<file path="src/bse_pkg.sv">
/*
  Constants, opcode encodings and latencies for the branch, break and barrel-shift executor.
  Assumes nothing beyond a SystemVerilog compiler.
*/
package bse_pkg;
  localparam int unsigned XLEN = 32;
  localparam int unsigned RIDX_W = 5;
  localparam int unsigned IMM_W = 16;
  localparam int unsigned SHAMT_W = 5;
  // Major opcode, instruction bits 0..5 (big-endian numbering, word bits 31..26)
  localparam logic [5:0] OPC_BR_REG = 6'h26;
  localparam logic [5:0] OPC_BR_IMM = 6'h2E;
  localparam logic [5:0] OPC_BS_REG = 6'h11;
  localparam logic [5:0] OPC_BS_IMM = 6'h19;
  localparam logic [5:0] OPC_IMM_PFX = 6'h2C;
  // Flag positions in the rA field (word bits 20..16): D A L
  localparam int unsigned POS_D = 20;
  localparam int unsigned POS_A = 19;
  localparam int unsigned POS_L = 18;
  // Break selector: rA field value 0x0C (D=0, A=1, L=1, low bits 00)
  localparam logic [4:0] BRK_SEL = 5'h0C;
  // Shift flags in the low half (word bits 10 and 9): S T
  localparam int unsigned POS_S = 10;
  localparam int unsigned POS_T = 9;
  // Latencies in cycles
  localparam logic [1:0] LAT_BR_DLY = 2'h2;
  localparam logic [1:0] LAT_BR_NODLY = 2'h3;
  localparam logic [1:0] LAT_BRK = 2'h3;
  localparam logic [1:0] LAT_BS = 2'h2;
  localparam logic [XLEN-1:0] PC_RESET = 32'h0000_0000;
endpackage

</file>
<file path="src/branch_shift_execute.sv">
/*
  Executes unconditional branches, breaks and barrel shifts of a 32-bit core,
  tracking PC, latency, delay slot, the break flag and the immediate prefix.
  Assumes register-file operands are valid with issue_valid and that the
  surrounding pipeline holds issue while busy is high.
*/
`timescale 1ns/1ps
module branch_shift_execute #(
  parameter bit USE_BARREL = 1'b1
) (
  // Clock and reset
  input wire logic clk,
  input wire logic arst_n,
  // Issue
  input wire logic issue_valid,
  input wire logic [bse_pkg::XLEN-1:0] instr,
  input wire logic [bse_pkg::XLEN-1:0] first_source_register,
  input wire logic [bse_pkg::XLEN-1:0] second_source_register,
  // Status
  input wire logic break_clear,
  output logic break_in_progress_flag,
  output logic busy,
  output logic illegal,
  // Program counter
  output logic [bse_pkg::XLEN-1:0] pc,
  output logic pc_load,
  output logic slot_allow,
  // Destination write
  output logic wr_en,
  output logic [bse_pkg::RIDX_W-1:0] wr_idx,
  output logic [bse_pkg::XLEN-1:0] wr_data
);
  import bse_pkg::*;

  typedef enum {ST_IDLE, ST_WAIT} state_t;

  function automatic logic [XLEN-1:0] ext_imm(input logic [IMM_W-1:0] imm,
                                               input logic pfx_v,
                                               input logic [IMM_W-1:0] pfx_hi);
    ext_imm = pfx_v ? {pfx_hi, imm} : {{(XLEN-IMM_W){imm[IMM_W-1]}}, imm};
  endfunction

  logic rst_s1_ff;
  logic rst_s2_ff;
  wire logic rst_n;
  always_ff @(posedge clk or negedge arst_n) begin
    if (!arst_n) begin
      rst_s1_ff <= 1'b0;
      rst_s2_ff <= 1'b0;
    end else begin
      rst_s1_ff <= 1'b1;
      rst_s2_ff <= rst_s1_ff;
    end
  end
  assign rst_n = rst_s2_ff;

  // Field decode
  wire logic [5:0] opc;
  wire logic [RIDX_W-1:0] rd_f;
  wire logic [RIDX_W-1:0] ra_f;
  wire logic [IMM_W-1:0] imm_f;
  assign opc = instr[31:26];
  assign rd_f = instr[25:21];
  assign ra_f = instr[20:16];
  assign imm_f = instr[15:0];

  logic pfx_v_ff;
  logic [IMM_W-1:0] pfx_hi_ff;
  state_t state_ff;
  logic [1:0] cnt_ff;
  logic [XLEN-1:0] pc_ff;
  logic bip_ff;
  logic [XLEN-1:0] wr_data_ff;
  logic [RIDX_W-1:0] wr_idx_ff;
  logic wr_en_ff;
  logic pc_load_ff;
  logic slot_ff;
  logic illegal_ff;

  wire logic accept;
  assign accept = issue_valid && state_ff == ST_IDLE;

  wire logic is_br_reg;
  wire logic is_br_imm;
  wire logic is_brk;
  wire logic is_bs_reg;
  wire logic is_bs_imm;
  wire logic is_pfx;
  wire logic f_d;
  wire logic f_a;
  wire logic f_l;
  assign is_pfx = accept && opc == OPC_IMM_PFX;
  assign is_brk = (opc == OPC_BR_REG || opc == OPC_BR_IMM) && ra_f == BRK_SEL;
  assign f_d = instr[POS_D];
  assign f_a = instr[POS_A];
  assign f_l = instr[POS_L];
  // Link without delay has no encoding
  wire logic bad_link;
  assign bad_link = f_l && !f_d && !is_brk;
  assign is_br_reg = accept && opc == OPC_BR_REG && !is_brk && !bad_link;
  assign is_br_imm = accept && opc == OPC_BR_IMM && !is_brk && !bad_link;
  assign is_bs_reg = accept && opc == OPC_BS_REG && USE_BARREL;
  assign is_bs_imm = accept && opc == OPC_BS_IMM && USE_BARREL;
  wire logic is_brk_r;
  wire logic is_brk_i;
  assign is_brk_r = accept && opc == OPC_BR_REG && is_brk;
  assign is_brk_i = accept && opc == OPC_BR_IMM && is_brk;
  wire logic is_bad;
  assign is_bad = accept && !is_pfx && !is_br_reg && !is_br_imm && !is_brk_r && !is_brk_i
                  && !is_bs_reg && !is_bs_imm;

  // Immediate operand: prefix applies only to immediate branch forms
  wire logic [XLEN-1:0] imm32;
  assign imm32 = ext_imm(imm_f, pfx_v_ff, pfx_hi_ff);

  wire logic [XLEN-1:0] br_off;
  assign br_off = (opc == OPC_BR_IMM) ? imm32 : second_source_register;
  wire logic [XLEN-1:0] br_tgt;
  assign br_tgt = f_a ? br_off : pc_ff + br_off;

  // Shifter operands
  wire logic [SHAMT_W-1:0] sh_amt;
  assign sh_amt = is_bs_imm ? imm_f[SHAMT_W-1:0]
                            : second_source_register[SHAMT_W-1:0];
  wire logic sh_left;
  wire logic sh_arith;
  assign sh_left = instr[POS_S];
  assign sh_arith = instr[POS_T] && !instr[POS_S];
  wire logic [XLEN-1:0] sh_res;
  bse_shifter u_shifter (
    .src(first_source_register),
    .amount(sh_amt),
    .left(sh_left),
    .arith(sh_arith),
    .result(sh_res)
  );

  // Next-state values
  wire logic any_br;
  assign any_br = is_br_reg || is_br_imm;
  wire logic any_brk;
  assign any_brk = is_brk_r || is_brk_i;
  wire logic [1:0] nxt_cnt;
  assign nxt_cnt = any_brk ? LAT_BRK :
                   any_br ? (f_d ? LAT_BR_DLY : LAT_BR_NODLY) :
                   LAT_BS;
  wire logic start;
  assign start = any_br || any_brk || is_bs_reg || is_bs_imm;
  wire logic [XLEN-1:0] nxt_pc;
  assign nxt_pc = any_br ? br_tgt :
                  is_brk_r ? second_source_register :
                  is_brk_i ? imm32 :
                  pc_ff;
  wire logic nxt_wr_en;
  assign nxt_wr_en = (any_br && f_l) || any_brk || is_bs_reg || is_bs_imm;
  wire logic [XLEN-1:0] nxt_wr_data;
  assign nxt_wr_data = (is_bs_reg || is_bs_imm) ? sh_res : pc_ff;
  wire logic nxt_bip;
  assign nxt_bip = any_brk ? 1'b1 : (break_clear ? 1'b0 : bip_ff);
  wire logic last;
  assign last = state_ff == ST_WAIT && cnt_ff == 2'h1;

  always_ff @(posedge clk or negedge rst_n) begin
    if (!rst_n) begin
      pfx_v_ff <= 1'b0;
      pfx_hi_ff <= '0;
    end else if (accept) begin
      pfx_v_ff <= is_pfx;
      pfx_hi_ff <= imm_f;
    end
  end

  always_ff @(posedge clk or negedge rst_n) begin
    if (!rst_n) begin
      state_ff <= ST_IDLE;
      cnt_ff <= 2'h0;
    end else begin
      case (state_ff)
        ST_IDLE: begin
          if (start) begin
            state_ff <= ST_WAIT;
            cnt_ff <= nxt_cnt - 2'h1;
          end
        end
        default: begin
          if (last) begin
            state_ff <= ST_IDLE;
          end
          cnt_ff <= cnt_ff - 2'h1;
        end
      endcase
    end
  end

  always_ff @(posedge clk or negedge rst_n) begin
    if (!rst_n) begin
      pc_ff <= PC_RESET;
      bip_ff <= 1'b0;
      wr_data_ff <= '0;
      wr_idx_ff <= '0;
      wr_en_ff <= 1'b0;
      pc_load_ff <= 1'b0;
      slot_ff <= 1'b0;
      illegal_ff <= 1'b0;
    end else begin
      bip_ff <= nxt_bip;
      illegal_ff <= is_bad;
      if (start) begin
        pc_ff <= nxt_pc;
        wr_data_ff <= nxt_wr_data;
        wr_idx_ff <= rd_f;
        wr_en_ff <= nxt_wr_en;
        pc_load_ff <= any_br || any_brk;
        slot_ff <= any_br && f_d;
      end else if (last) begin
        wr_en_ff <= 1'b0;
        pc_load_ff <= 1'b0;
        slot_ff <= 1'b0;
      end
    end
  end

  assign busy = state_ff == ST_WAIT;
  assign pc = pc_ff;
  assign break_in_progress_flag = bip_ff;
  assign illegal = illegal_ff;
  // Results are committed on the last cycle of the latency
  assign wr_en = wr_en_ff && last;
  assign wr_idx = wr_idx_ff;
  assign wr_data = wr_data_ff;
  assign pc_load = pc_load_ff && last;
  assign slot_allow = slot_ff && last;
endmodule

</file>
<file path="src/bse_shifter.sv">
/*
  Barrel shifter: left or right, logical or arithmetic, by 0..31.
  Assumes operand and count are stable while the result is used.
*/
`timescale 1ns/1ps
module bse_shifter (
  // Operand and control
  input wire logic [bse_pkg::XLEN-1:0] src,
  input wire logic [bse_pkg::SHAMT_W-1:0] amount,
  input wire logic left,
  input wire logic arith,
  // Result
  output logic [bse_pkg::XLEN-1:0] result
);
  import bse_pkg::*;
  wire logic fill_bit;
  wire logic [XLEN-1:0] right_res;
  wire logic [XLEN-1:0] left_res;
  // Word bit 31 is bit 0 in big-endian numbering
  assign fill_bit = arith & src[XLEN-1];
  assign right_res = XLEN'($signed({fill_bit, src}) >>> amount);
  assign left_res = src << amount;
  assign result = left ? left_res : right_res;
endmodule

</file>
<file path="config.mk">
export PLATFORM = sky130hd
export DESIGN_NAME = branch_shift_execute
export DESIGN_NICKNAME = d
export VERILOG_FILES = /design/src/bse_pkg.sv /design/src/branch_shift_execute.sv /design/src/bse_shifter.sv
export SDC_FILE = /design/constraint.sdc
export NUM_CORES = 1
export LEC_CHECK = 0
export ABC_AREA = 0
export BUFFER_PORTS_ARGS = -buffer_cell sky130_fd_sc_hd__buf_4
export CORE_ASPECT_RATIO = 0.9
export CORE_UTILIZATION = 30
export DETAILED_ROUTE_END_ITERATION = 8
export PLACE_DENSITY = 0.46
export SETUP_SLACK_MARGIN = 0.1
export SYNTH_ARGS = -nofsm -noshare
export SYNTH_HDL_FRONTEND = slang
export SYNTH_SLANG_ARGS = --single-unit
</file>
<file path="constraint.sdc">
create_clock -name clk -period 4 [get_ports clk]
set_input_delay 0 -clock clk [delete_from_list [all_inputs] [get_ports clk]]
set_output_delay 0 -clock clk [all_outputs]
set_load 0.03 [all_outputs]
</file>
## After elaboration in Yosys (flattened, before gate mapping)

Index checks and enable logic that the tools add are counted.
Widths: inputs -> output; s select.

- $add $sub $neg: 3
- Reduce and logical (&&, ||, !) cells: 58
- Equality and inequality tests: 9
- Multiplexer cells: 23
- Bitwise operators: 1
- Shifts and indexed selects: 2

Operators by type and width:

| kind | count |
|---|---|
| $mux 32 | 11 |
| $logic_not 32->1 | 2 |
| $sshr 33x5->32 | 1 |
| $add 32x32->32 | 1 |
| $eq 32x2->1 const B | 1 |
| $shl 32x5->32 | 1 |
| $logic_and 1x1->1 | 29 |
| $eq 6x6->1 const B | 3 |
| $eq 6x5->1 const B | 2 |
| $logic_not 1->1 | 11 |
| $logic_or 1x1->1 | 10 |
| $mux 1 | 9 |
| $reduce_bool 2->1 | 3 |
| $eq 5x4->1 const B | 1 |
| $mux 5 | 1 |
| $mux 2 | 2 |
| $reduce_and 2->1 | 2 |
| $sub 2x1->2 const B | 2 |
| $reduce_bool 3->1 | 1 |
| $eq 2x1->1 const B | 1 |
| $ne 2x2->1 const B | 1 |
| $and 1x1->1 | 1 |

- Flip-flop bits (word level): 127

## Logic depth before layout (Yosys ltp)

Gate-level depths: netlist of run 1.

- Word-level depth: 14
- Mapped depth: 16
- Mapped depth without buffers: 14

## Modules after synthesis

A second synthesis of run 1 with hierarchy kept.

- Cell total of the unflattened synthesis: 1,410
- Area, all modules: 11,518.5 um^2

By module, submodules not included:

| module | area an instance (um^2) | instances | cells each |
|---|---|---|---|
| branch_shift_execute | 7,041.8 | 1 | 881 |
| bse_shifter | 4,476.8 | 1 | 529 |

## Worst setup path before layout of run 1

OpenSTA, ideal clock, no wires.

- Path kind: input-to-reg
- Start: in instr[26] (netlist bit)
- End: reg pc_ff[26], in the netlist pc[26]
- Setup slack: 0.531 ns
- Library setup time: 0.078 ns
- Arrival time: 3.391 ns
- Cell stages on the path: 15
- Path through: nor4bb_1 -> nand3_1 -> buf_1 -> mux2_2 -> ha_1 -> inv_1 -> fa_1 -> nand2b_1 -> a211o_1 -> a21oi_1 -> a21oi_1 -> o211a_1 -> o21ai_0 -> or3b_2 -> a21oi_1

- Cells in the longest elaborated chain, start to end: 12
- Elaborated cells between the ends (all ways): 31

RTL lines:

| what | line | RTL |
|---|---|---|
| start, declared | branch_shift_execute.sv:16 | `input wire logic [bse_pkg::XLEN-1:0] instr,` |
| parallel branches: the longest is 12 deep, another holds $add 32x32->32 | n/a |  |
| end signal, assigned | branch_shift_execute.sv:209 | `pc_ff <= nxt_pc;` |
| end, declared | branch_shift_execute.sv:71 | `logic [XLEN-1:0] pc_ff;` |

Several ways; the timed one is not identified.
A chain may end at the register's enable or synchronous reset.

## Worst setup path in the final report of run 1

- Start: in instr[27] (netlist bit)
- End: reg wr_data_ff[3], in the netlist wr_data[3]

- Cells in the longest elaborated chain, start to end: 11
- Elaborated cells between the ends (all ways): 30

RTL lines:

| what | line | RTL |
|---|---|---|
| parallel branches: the longest is 11 deep, another holds $sshr 33x5->32 | n/a |  |
| end signal, assigned | branch_shift_execute.sv:210 | `wr_data_ff <= nxt_wr_data;` |
| end, declared | branch_shift_execute.sv:73 | `logic [XLEN-1:0] wr_data_ff;` |

Several ways; the timed one is not identified.

==> impl_metrics.csv, run 1 <==
group,metric,value,unit
die,rows,66,
detailed_routing,first_pass_iters,5,
detailed_routing,vias,12700,
worst_setup_path,crit_fanout,24,
power_and_ir_drop,vdd_drop_max,0.349,mV
flow_run,maxCapViolCount,0,
cts,clk_pin_slew,0.08,ns
sta,setup_tns,0,ns
synth,synth_seq_cells,96,
die,die_h,184,um
cells_and_area,syn_to_final_growth,23.9,%
worst_setup_path,reg2reg_from,"state_ff[0]",
power_and_ir_drop,powerDensity,490,nW/um^2
sta,drv_slew,0,
cells_and_area,final_util,37.8,%
sta,relSlewSlack,22.2,%
cts,cts_buffer_depth,2,
global_route,grt_max_degree,51,
global_route,antenna_found_initial,2,
synth,yosysWarningCount,0,
placement,post_dp_cell_area,13100,um^2
worst_setup_path,crit_arrival,3.94,ns
cts,htree_num_levels,3,
worst_setup_path,crit_start,"instr[27]",
detailed_routing,wl,55700,um
cells_and_area,mostFrequentLayoutCell,"buf_4",
synth,syn-cell-area,11100,um^2
detailed_routing,via_per_inst,6.06,
synth,synth_seq_area_share,21.7,%
sta,tightest_slew,1.16,ns
sta,fmax,0.271,GHz
worst_setup_path,crit_type,"primary input to register",
synth,async_reset_ff_share,100,%
worst_setup_path,cp-end-kind,"register",
placement,dp_hpwl,43900,um
worst_setup_path,r2r-end,"wr_data[18]",
global_route,busiest_layer,"met1",
worst_setup_path,cp-start-kind,"primary input",
cts,cts_made_buffers,9,
worst_setup_path,crit_end,"wr_data[3]",
placement,portBuffers,174,
cts,cts_tree,"done",
cts,cts_root_buffer,"clkbuf_16",
sta,min_period_over_period,92.1,%
worst_setup_path,cp.required,4.26,ns
global_route,grt_first_pass_wirelength,81300,um
synth,syn_nets,1572,
sta,skew,0.00969,ns
sta,setup_ws,0.315,ns
cts,cts_sinks,96,
die,initial_core_util,30.5,%
power_and_ir_drop,fin_total_pwr,6.72,mW
synth,syn_avg_cell_area,7.71,um^2
global_route,met1_usage,44.6,%
synth,synthFlopType,"dfrtp_1",
global_route,grt_pass1_vias,12100,
die,core_area,36300,um^2
cells_and_area,final_cell_mix,"249 x buf_4, 245 x nand2_1, 118 x a21oi_1, 105 x mux2i_1, 95 x dfrtp_1",
global_route,grt_overflow_total,0,
sta,setup_viol,0,
worst_hold_path,holdCritPathClass,"primary input to register",
die,ioPinCount,175,
synth,ys_types,94,
worst_setup_path,worst-r2r-setup-slack,0.56,ns
sta,hold_viol,0,
power_and_ir_drop,p_leak,6.17,nW
cts,insertion_delay,0.37,ns
synth,synth_edf_count,0,
synth,syn_inst,1436,
global_route,grt_usage,29.3,%
detailed_routing,wl_per_cell,26.6,um
die,dieArea,37700,um^2
global_route,use_met3,5.92,%
global_route,gr-usage-met2,42.4,%
placement,gp_congestion,0.960,
detailed_routing,ant_nets,0,
cells_and_area,nNetsFinal,1750,
outcome,status,"finished, final reports clean",
sta,grt_setup_unrepaired,"no",
placement,dpl_worst_slack,0.105,ns
cells_and_area,layout-drive-gt1-share,20.7,%
detailed_routing,drtIter0Drc,1210,
die,die_w,205,um
cts,cts_setup_buffers,0,
worst_setup_path,reg2regPathDepth,10,
cells_and_area,postLayoutCellArea,13700,um^2
detailed_routing,drcViolationCount,0,
sta,fin_crit,3.68,ns
power by group:
group          total [mW]  internal (mW)  switching, mW  leakage (nW)
Clock                1.04          0.564          0.475         0.163
Sequential           1.82           1.35          0.470          1.21
Combinational        3.86           1.51           2.35          4.80
routing by layer:
| metal | part of all wire (%) | routed length (um) |
|---|---|---|
| met4 | 1.2 | 675 |
| met3 | 8.0 | 4450 |
| met2 | 41 | 22800 |
| met5 | 0.016 | 9 |
| met1 | 50 | 27700 |
final cells by class:
| cell class | instances | area [um^2] |
|---|---|---|
| fill | 3847 | 22500 |
| timing repair buffer | 277 | 2170 |
| clock buffer | 9 | 225 |
| multi-input combinational | 1212 | 8150 |
| inverter | 18 | 67.6 |
| antenna | 1 | 2.50 |
| clock inverter | 7 | 106 |
| sequential | 96 | 2410 |
| tap | 476 | 596 |
worst max-delay path, stage by stage:
cell,delay (ns)
dlygate4sd3_1,0.54
buf_4,0.17
or4b_1,0.69
buf_4,0.23
o31a_1,0.37
nor2_8,0.40
buf_4,0.27
mux2i_1,0.35
a22o_1,0.22
o21ai_0,0.16
o2bb2ai_1,0.19
o41a_1,0.31
logic make-up after synthesis:
group	Yosys count	synth area share, %
XOR/XNOR	19	1.50
adder cells (fa/ha/maj)	36	4.14
buffers and inverters	128	5.37
AO/OA/AOI/OAI	520	32.6
AND/OR/NAND/NOR	495	20.6
other	1	0.0339
flip-flops	96	21.7
multiplexers	141	14.1
registers in the layout, indices dropped and copies added (netlist names):
name and flops:
rst_n 1, state_ff 1, rst_s1_ff 1, break_in_progress_flag 1, pfx_hi_ff 16, slot_ff 1, pc 32, wr_en_ff 1
pc_load_ff 1, wr_data 32, pfx_v_ff 1, wr_idx 5, illegal 1, cnt_ff 2
per-stage QoR:
step / hold WS (ns) / instances
floorplan: -0.296 / 1436
global placement: -0.217 / 2053
detailed placement: -0.216 / 2053
CTS: 0.00996 / 2095
global route: 0.0540 / 2095
finish: 0.0233 / 2096
how the worst min path moves through the flow:
| stage | startpoint | to | slack [ns] | cells after the start |
|---|---|---|---|---|
| 4_1_cts | second_source_register[7] | pc[7] | 0.01 | 5 |
| 2_1_floorplan | arst_n | rst_n | -0.30 | 0 |
| 5_1_grt | second_source_register[12] | pc[12] | 0.05 | 5 |
| 6_report | second_source_register[11] | pc[11] | 0.02 | 5 |
| 3_3_place_gp | arst_n | rst_s1_ff | -0.22 | 1 |
| 3_5_place_dp | arst_n | rst_s1_ff | -0.22 | 1 |
repair_timing:
action | 4_1_cts | 5_1_grt
endpoints found under the hold margin | 27 | 0
endpoints found under the setup margin | 0 | 3
hold buffers | 26 | 0
resized for setup | 0 | 2
synthesized netlist by cell type, types with 6 or more instances:
cell type | n | area [um^2]
mux4_2 | 9 | 203
xnor2_1 | 8 | 70.1
buf_2 | 18 | 90.1
o221ai_1 | 6 | 52.6
o22ai_1 | 16 | 100
a31oi_1 | 19 | 119
nand2b_1 | 16 | 100
clkbuf_1 | 71 | 267
o31ai_1 | 7 | 52.6
a211oi_1 | 53 | 398
nor3_1 | 18 | 90.1
a221oi_1 | 11 | 96.3
nor2_1 | 91 | 342
o2bb2ai_1 | 7 | 61.3
o211ai_1 | 35 | 263
buf_6 | 7 | 78.8
nand3_1 | 52 | 260
dfrtp_1 | 96 | 2400
and3_1 | 12 | 75.1
a21o_1 | 18 | 135
mux2_2 | 26 | 293
o21ai_0 | 68 | 340
inv_1 | 17 | 63.8
mux2i_1 | 106 | 1060
xor2_1 | 11 | 96.3
a21boi_0 | 6 | 45.0
nand2_1 | 245 | 920
nor4_1 | 10 | 62.6
a32oi_1 | 10 | 87.6
a311oi_1 | 6 | 52.6
a211o_1 | 8 | 70.1
a22o_1 | 12 | 105
o211a_1 | 6 | 60.1
a21oi_1 | 118 | 591
o31a_1 | 13 | 114
buf_1 | 7 | 26.3
a2bb2oi_1 | 6 | 52.6
buf_4 | 6 | 45.0
ha_1 | 35 | 438
a22oi_1 | 37 | 278
nor2b_1 | 6 | 37.5
o21a_1 | 7 | 52.6
Note: power is estimated with default switching activity, not from simulation.
==> run 2: changes to the inputs <==
--- a/config.mk
+++ b/config.mk
@@ -5,12 +5,13 @@
 export SDC_FILE = /design/constraint.sdc
 export NUM_CORES = 1
 export LEC_CHECK = 0
-export ABC_AREA = 0
+export ABC_AREA = 1
 export BUFFER_PORTS_ARGS = -buffer_cell sky130_fd_sc_hd__buf_4
 export CORE_ASPECT_RATIO = 0.9
 export CORE_UTILIZATION = 30
+export CTS_BUF_LIST = sky130_fd_sc_hd__clkbuf_16
 export DETAILED_ROUTE_END_ITERATION = 8
-export PLACE_DENSITY = 0.46
+export PLACE_DENSITY = 0.48
 export SETUP_SLACK_MARGIN = 0.1
 export SYNTH_ARGS = -nofsm -noshare
 export SYNTH_HDL_FRONTEND = slang
==> constraint.sdc (replaced) <==
create_clock -name clk -period 3 [get_ports clk]
set_input_delay 0 -clock clk [delete_from_list [all_inputs] [get_ports clk]]
set_output_delay 0 -clock clk [all_outputs]
set_load 0.03 [all_outputs]
==> run 2 against run 1 <==
Compared with the run above: cell count is 18% higher; sequential share of layout area rose by 0.11 points; die area down 4.3%; setup slack got worse by 0.051 ns; area after synthesis decreased by 4.4%; total power is 27% higher; largest power group unchanged; non-clock buffer count increased by 24; register-to-register slack worse by 0.30 ns.
==> impl_metrics.csv, run 2 <==
group,metric,value,unit
global_route,met1_usage,47.2,%
synth,yosysMostFrequentCell,"nand3_1",
worst_setup_path,crit_top_cell,"nand2_1",
sta,hold_viol,0,
worst_setup_path,reg2regPathDepth,15,
detailed_routing,wl_per_cell,21.4,um
cells_and_area,layout-drive-gt1-share,17.8,%
worst_hold_path,min_from,"second_source_register[10]",
detailed_routing,via_per_inst,5.56,
worst_setup_path,crit_start,"state_ff[0]",
global_route,gr-usage-met2,39.4,%
sta,setup_viol,0,
cells_and_area,antennaDiodeCount,0,
worst_setup_path,worst-r2r-setup-slack,0.26,ns
die,rows,64,
sta,fmax,0.366,GHz
die,dieArea,36100,um^2
worst_setup_path,slowest_stage,"dfrtp_1",
synth,synth_seq_area_share,22.7,%
global_route,grt_overflow_total,0,
power_and_ir_drop,vdd_drop_max,0.356,mV
sta,setup_tns,0,ns
synth,syn-cell-area,10600,um^2
power_and_ir_drop,switching_share,50.8,%
worst_setup_path,crit_end,"wr_data[29]",
worst_setup_path,cp.required,3.26,ns
die,die_h,180,um
worst_setup_path,crit_fanout,65,
sta,min_period_over_period,91.2,%
detailed_routing,ant_nets,0,
detailed_routing,vias,13700,
power_and_ir_drop,clkPwrFrac,14.2,%
synth,synth_top_area_share,23.4,%
power_and_ir_drop,fin_total_pwr,8.50,mW
detailed_routing,drtIter0Drc,1646,
sta,drv_slew,0,
worst_setup_path,crit_buf_inv,2,
worst_setup_path,reg2reg_from,"state_ff[0]",
synth,ys_types,42,
worst_setup_path,crit_family,"simple AND/OR/NAND/NOR gates",
die,die_w,200,um
power_and_ir_drop,p_leak,6.81,nW
global_route,grt_max_degree,66,
cts,cts_sinks,96,
synth,synthFlopType,"dfrtp_1",
outcome,status,"finished, final reports clean",
worst_setup_path,crit_type,"register to register",
synth,async_reset_ff_share,100,%
cts,cts_tree,"done",
die,ioPinCount,175,
sta,tightest_slew,0.794,ns
cells_and_area,mostFrequentLayoutCell,"nand3_1",
synth,synthTopCellsByCount,"495 x nand3_1, 408 x nand2_1, 167 x o21ai_0",
global_route,grt_first_pass_wirelength,79000,um
cts,cts_buffer_depth,2,
global_route,busiest_layer,"met1",
worst_setup_path,worstPathCellList,"inv_2 > nand2_4 > nor2_4 > nand2_4 > nand2_1 > nand2_2 > buf_12 > nor2_1 > nand2_1 > nand3_1 > nand3_1 > nand3_1 > nand2_1 > o21ai_2 > nand2_1",
worst_hold_path,holdCritPathClass,"primary input to register",
synth,syn_avg_cell_area,5.93,um^2
sta,fin_crit,2.74,ns
global_route,grt_pass1_vias,12500,
die,core_area,34400,um^2
synth,synth_seq_cells,96,
cells_and_area,nNetsFinal,2134,
global_route,antenna_found_initial,0,
power_and_ir_drop,switchingPower,4.32,mW
cts,cts_root_buffer,"clkbuf_16",
synth,synthTopCellsByArea,"nand3_1 23%, dfrtp_1 23%, nand2_1 14%",
worst_setup_path,max_stage_delay,0.45,ns
synth,yosys.area.top_type,"nand3_1",
cts,insertion_delay,0.38,ns
placement,dp_hpwl,41800,um
placement,portBuffers,174,
sta,relSlewSlack,47.1,%
synth,syn_nets,1923,
synth,syn_inst,1787,
cts,cts_made_buffers,9,
cts,htree_num_levels,3,
power_and_ir_drop,seq_power_share,26.6,%
sta,grt_setup_unrepaired,"yes",
flow_run,maxCapViolCount,0,
sta,skew,0.0101,ns
worst_setup_path,r2r-end,"wr_data[29]",
die,initial_core_util,30.8,%
global_route,grt_usage,29.3,%
cts,clk_pin_slew,0.08,ns
power_and_ir_drop,powerDensity,623,nW/um^2
power_and_ir_drop,intPower,4.18,mW
synth,synth_edf_count,0,
detailed_routing,drcViolationCount,0,
detailed_routing,first_pass_iters,6,
synth,yosysWarningCount,0,
cells_and_area,final_cell_mix,"492 x nand3_1, 404 x nand2_1, 257 x buf_4, 150 x o21ai_0, 126 x inv_1",
worst_setup_path,cp-end-kind,"register",
placement,gp_congestion,0.981,
detailed_routing,wl,52800,um
worst_setup_path,worst-path-stages,15,
cells_and_area,syn_to_final_growth,28.7,%
power_and_ir_drop,power.share.combinational,59.2,%
global_route,use_met3,5.20,%
worst_setup_path,crit_arrival,3.00,ns
worst_setup_path,cp-start-kind,"register",
==> run 2: power groups by stage <==
stage / combinational [mW] / clock [mW] / sequential, mW
CTS: 4.82 / 1.23 / 2.25
detailed placement: 4.76 / 0 / 2.27
global placement: 4.76 / 0 / 2.27
global route: 5.50 / 1.29 / 2.30
floorplan: 2.35 / 0 / 2.71
finish: 5.03 / 1.21 / 2.26
==> run 2: metrics by stage <==
step           utilization (%)  hold slack (ns)  std cells  instance area, um^2  setup WS (ns)
4_1_cts                   39.2          0.00139       2461                13500          0.109
2_1_floorplan                -           -0.296       1787                10600          0.120
5_1_grt                   39.7          0.00755       2465                13600         0.0541
3_5_place_dp              37.4           -0.216       2413                12800         0.0203
6_report                  39.7           0.0185       2465                13600          0.264
3_3_place_gp              37.4           -0.217       2413                12800         0.0346
==> run 2: cells by family (layout without fill, tap and decap cells) <==
group / after synthesis / after routing / synth area share, %
flops: 96 / 96 / 22.7
xor+xnor: 11 / 11 / 0.910
buf+inv: 241 / 457 / 9.24
other cells: 1 / 1 / 0.0354
simple gates: 1055 / 1055 / 44.9
compound gates: 347 / 347 / 17.9
fa+ha+maj: 36 / 36 / 4.32
==> run 2: what timing repair did <==
action,in CTS,in global routing
setup endpoints to repair,0,53
gates resized for setup,0,60
buffers inserted,0,4
endpoints found under the hold margin,32,0
hold buffers,32,0
==> run 2: routing by layer <==
metal / part of all wire, % / wire [um] / up-vias
met1: 51 / 26800 / 6500
met4: 1.4 / 765 / 0
li1: - / - / 6543
met2: 39 / 20500 / 615
met5: 0 / 0 / -
met3: 8.7 / 4610 / 41
==> run 2: worst min path at each step <==
| stage | endpoint | depth (start not counted) |
|---|---|---|
| floorplan | rst_n | 0 |
| global placement | rst_s1_ff | 1 |
| detailed placement | rst_s1_ff | 1 |
| CTS | pc[10] | 3 |
| global route | pc[10] | 3 |
| finish | pc[10] | 3 |
==> run 2: worst register-to-register path, stage by stage (launching register included) <==
cell	delay [ns]
dfrtp_1	0.45
inv_2	0.12
nand2_4	0.06
nor2_4	0.22
nand2_4	0.17
nand2_1	0.11
nand2_2	0.08
buf_12	0.20
nor2_1	0.22
nand2_1	0.09
nand3_1	0.21
nand3_1	0.14
nand3_1	0.09
nand2_1	0.17
o21ai_2	0.24
nand2_1	0.07
==> run 2: area by class of cell <==
cell class / count / area [um^2]
repair buffers: 301 / 2460
fillers: 3756 / 20700
clock inverters: 7 / 66.3
well taps: 462 / 578
multi-input cells: 1450 / 7360
inverters: 140 / 532
flip-flops and latches: 96 / 2410
clock buffers: 9 / 225
==> run 3: changes to the inputs <==
--- a/config.mk
+++ b/config.mk
@@ -8,10 +8,10 @@
 export ABC_AREA = 1
 export BUFFER_PORTS_ARGS = -buffer_cell sky130_fd_sc_hd__buf_4
 export CORE_ASPECT_RATIO = 0.9
-export CORE_UTILIZATION = 30
+export CORE_UTILIZATION = 40
 export CTS_BUF_LIST = sky130_fd_sc_hd__clkbuf_16
 export DETAILED_ROUTE_END_ITERATION = 8
-export PLACE_DENSITY = 0.48
+export PLACE_DENSITY = 0.6
 export SETUP_SLACK_MARGIN = 0.1
 export SYNTH_ARGS = -nofsm -noshare
 export SYNTH_HDL_FRONTEND = slang
==> constraint.sdc (replaced) <==
create_clock -name clk -period 3 [get_ports clk]
set_input_delay 0.3 -clock clk [delete_from_list [all_inputs] [get_ports clk]]
set_output_delay 0.3 -clock clk [all_outputs]
set_load 0.03 [all_outputs]
==> run 3 against run 2 <==
Compared with the run above: fmax fell by 2.6%; largest cell class unchanged; highest routed layer is now met5; critical path type is now primary input to register; critical path depth rose by 3; total power rose by 5.6%; sequential share of layout area fell by 0.24 points; first-iteration DRC count rose by 21%; clock-buffer cell count did not move; die area fell by 25%.
==> impl_metrics.csv, run 3 (same netlist as run 2, synthesis figures left out) <==
group,metric,value,unit
cells_and_area,nNetsFinal,2167,
placement,dpl_worst_slack,-0.411,ns
die,rows,56,
worst_setup_path,crit_end,"pc[14]",
sta,setup_viol,0,
worst_setup_path,worstPathCellList,"buf_4 > inv_1 > nor2_2 > nand3_2 > nor2_4 > buf_12 > clkinv_8 > o21ai_1 > ha_1 > a21oi_1 > o21ai_0 > a21oi_1 > o21ai_1 > buf_4 > or2_2 > nand3_1 > nand3_1 > a31oi_1",
worst_hold_path,min_from,"break_clear",
cts,cts_root_buffer,"clkbuf_16",
worst_setup_path,crit_type,"primary input to register",
worst_setup_path,max_stage_delay,0.29,ns
sta,grt_setup_unrepaired,"no",
worst_setup_path,r2r-end,"wr_data[27]",
cts,cts_tree,"done",
cells_and_area,mostFrequentLayoutCell,"nand3_1",
global_route,grt_usage,36.3,%
power_and_ir_drop,p_leak,7.05,nW
worst_hold_path,hold_depth,2,
cts,cts_made_buffers,9,
cts,insertion_delay,0.38,ns
sta,fin_crit,2.81,ns
worst_setup_path,crit_fanout,15,
cells_and_area,antennaDiodeCount,0,
cells_and_area,instances_no_fill,2384,
worst_setup_path,cp.required,3.30,ns
global_route,antenna_found_initial,0,
cells_and_area,final_cell_mix,"490 x nand3_1, 397 x nand2_1, 317 x buf_4, 143 x o21ai_0, 125 x inv_1",
detailed_routing,ant_nets,0,
power_and_ir_drop,fin_total_pwr,8.98,mW
worst_setup_path,worst-path-stages,18,
worst_setup_path,worst-r2r-setup-slack,0.21,ns
placement,gp_congestion,1.03,
cts,clk_pin_slew,0.07,ns
cts,cts_buffer_depth,2,
die,die_h,156,um
placement,post_dp_cell_area,13200,um^2
detailed_routing,drcViolationCount,0,
placement,dp.cells,2356,
worst_setup_path,cp-start-kind,"primary input",
worst_setup_path,slowest_stage,"ha_1",
sta,whs,0.109,ns
worst_setup_path,crit_buf_inv,5,
flow_run,maxCapViolCount,0,
sta,hold_viol,0,
sta,min_period_over_period,93.6,%
die,core_area,26100,um^2
die,ioPinCount,175,
cells_and_area,postLayoutCellArea,13800,um^2
global_route,grt_overflow_total,0,
cts,htree_num_levels,3,
global_route,grt_first_pass_wirelength,74800,um
worst_hold_path,holdCritPathClass,"primary input to register",
worst_setup_path,crit_family,"compound AO/OA/AOI/OAI gates",
worst_setup_path,reg2regPathDepth,13,
detailed_routing,drtIter0Drc,1986,
worst_setup_path,crit_arrival,3.11,ns
sta,skew,0.00636,ns
global_route,grt_pass1_vias,12500,
sta,drv_slew,0,
outcome,status,"finished, final reports clean",
cells_and_area,final_util,53.0,%
cells_and_area,syn_to_final_growth,30.5,%
detailed_routing,wl,50000,um
sta,tightest_slew,1.06,ns
worst_setup_path,reg2reg_from,"state_ff[0]",
cts,cts_sinks,96,
detailed_routing,via_per_inst,5.87,
sta,setup_tns,0,ns
die,initial_core_util,40.6,%
sta,relSlewSlack,29.3,%
power_and_ir_drop,vdd_drop_max,0.418,mV
placement,portBuffers,174,
sta,setup_ws,0.192,ns
global_route,grt_max_degree,68,
placement,dp_hpwl,39100,um
detailed_routing,vias,14000,
worst_setup_path,crit_start,"instr[27]",
die,die_w,174,um
die,dieArea,27100,um^2
power_and_ir_drop,powerDensity,650,nW/um^2
cells_and_area,layout-drive-gt1-share,21.9,%
sta,fmax,0.356,GHz
detailed_routing,wl_per_cell,21.0,um
worst_setup_path,cp-end-kind,"register",
detailed_routing,first_pass_iters,6,
[run 3: cell type report]
type | count | area (um^2)
Clock inverter | 7 | 76.3
Clock buffer | 9 | 225
Sequential cell | 96 | 2410
Timing Repair inverter | 1 | 8.76
Tap cell | 348 | 435
Multi-Input combinational cell | 1450 | 7460
Inverter | 140 | 538
Fill cell | 2766 | 12200
Timing Repair Buffer | 333 | 2670
[run 3: power by group]
group	internal, mW	switching [mW]
Clock	0.658	0.589
Combinational	2.18	3.32
Sequential	1.73	0.509
[run 3: worst min path at each step]
stage	to	slack [ns]
6_report	break_in_progress_flag	0.11
5_1_grt	break_in_progress_flag	0.1
4_1_cts	break_in_progress_flag	0.10
3_5_place_dp	rst_s1_ff	0.08
3_3_place_gp	rst_s1_ff	0.08
2_1_floorplan	rst_n	0.004
[run 3: repair_timing]
| action | 4_1_cts | 5_1_grt |
|---|---|---|
| buffers inserted | 0 | 10 |
| endpoints found under the hold margin | 2 | 0 |
| gates resized for setup | 5 | 86 |
| hold buffers | 1 | 0 |
| cloned | 0 | 1 |
| pin swaps | 0 | 19 |
| endpoints found under the setup margin | 9 | 26 |
[run 3: per-layer routing]
layer  share of wire, %  vias to the layer above  GRT usage [%]
met1                 48                     6593           54.6
met3                 11                       60           11.1
met5              0.080                        -              0
met4                1.9                        2           8.30
met2                 39                      736           49.5
li1                   -                     6608              -
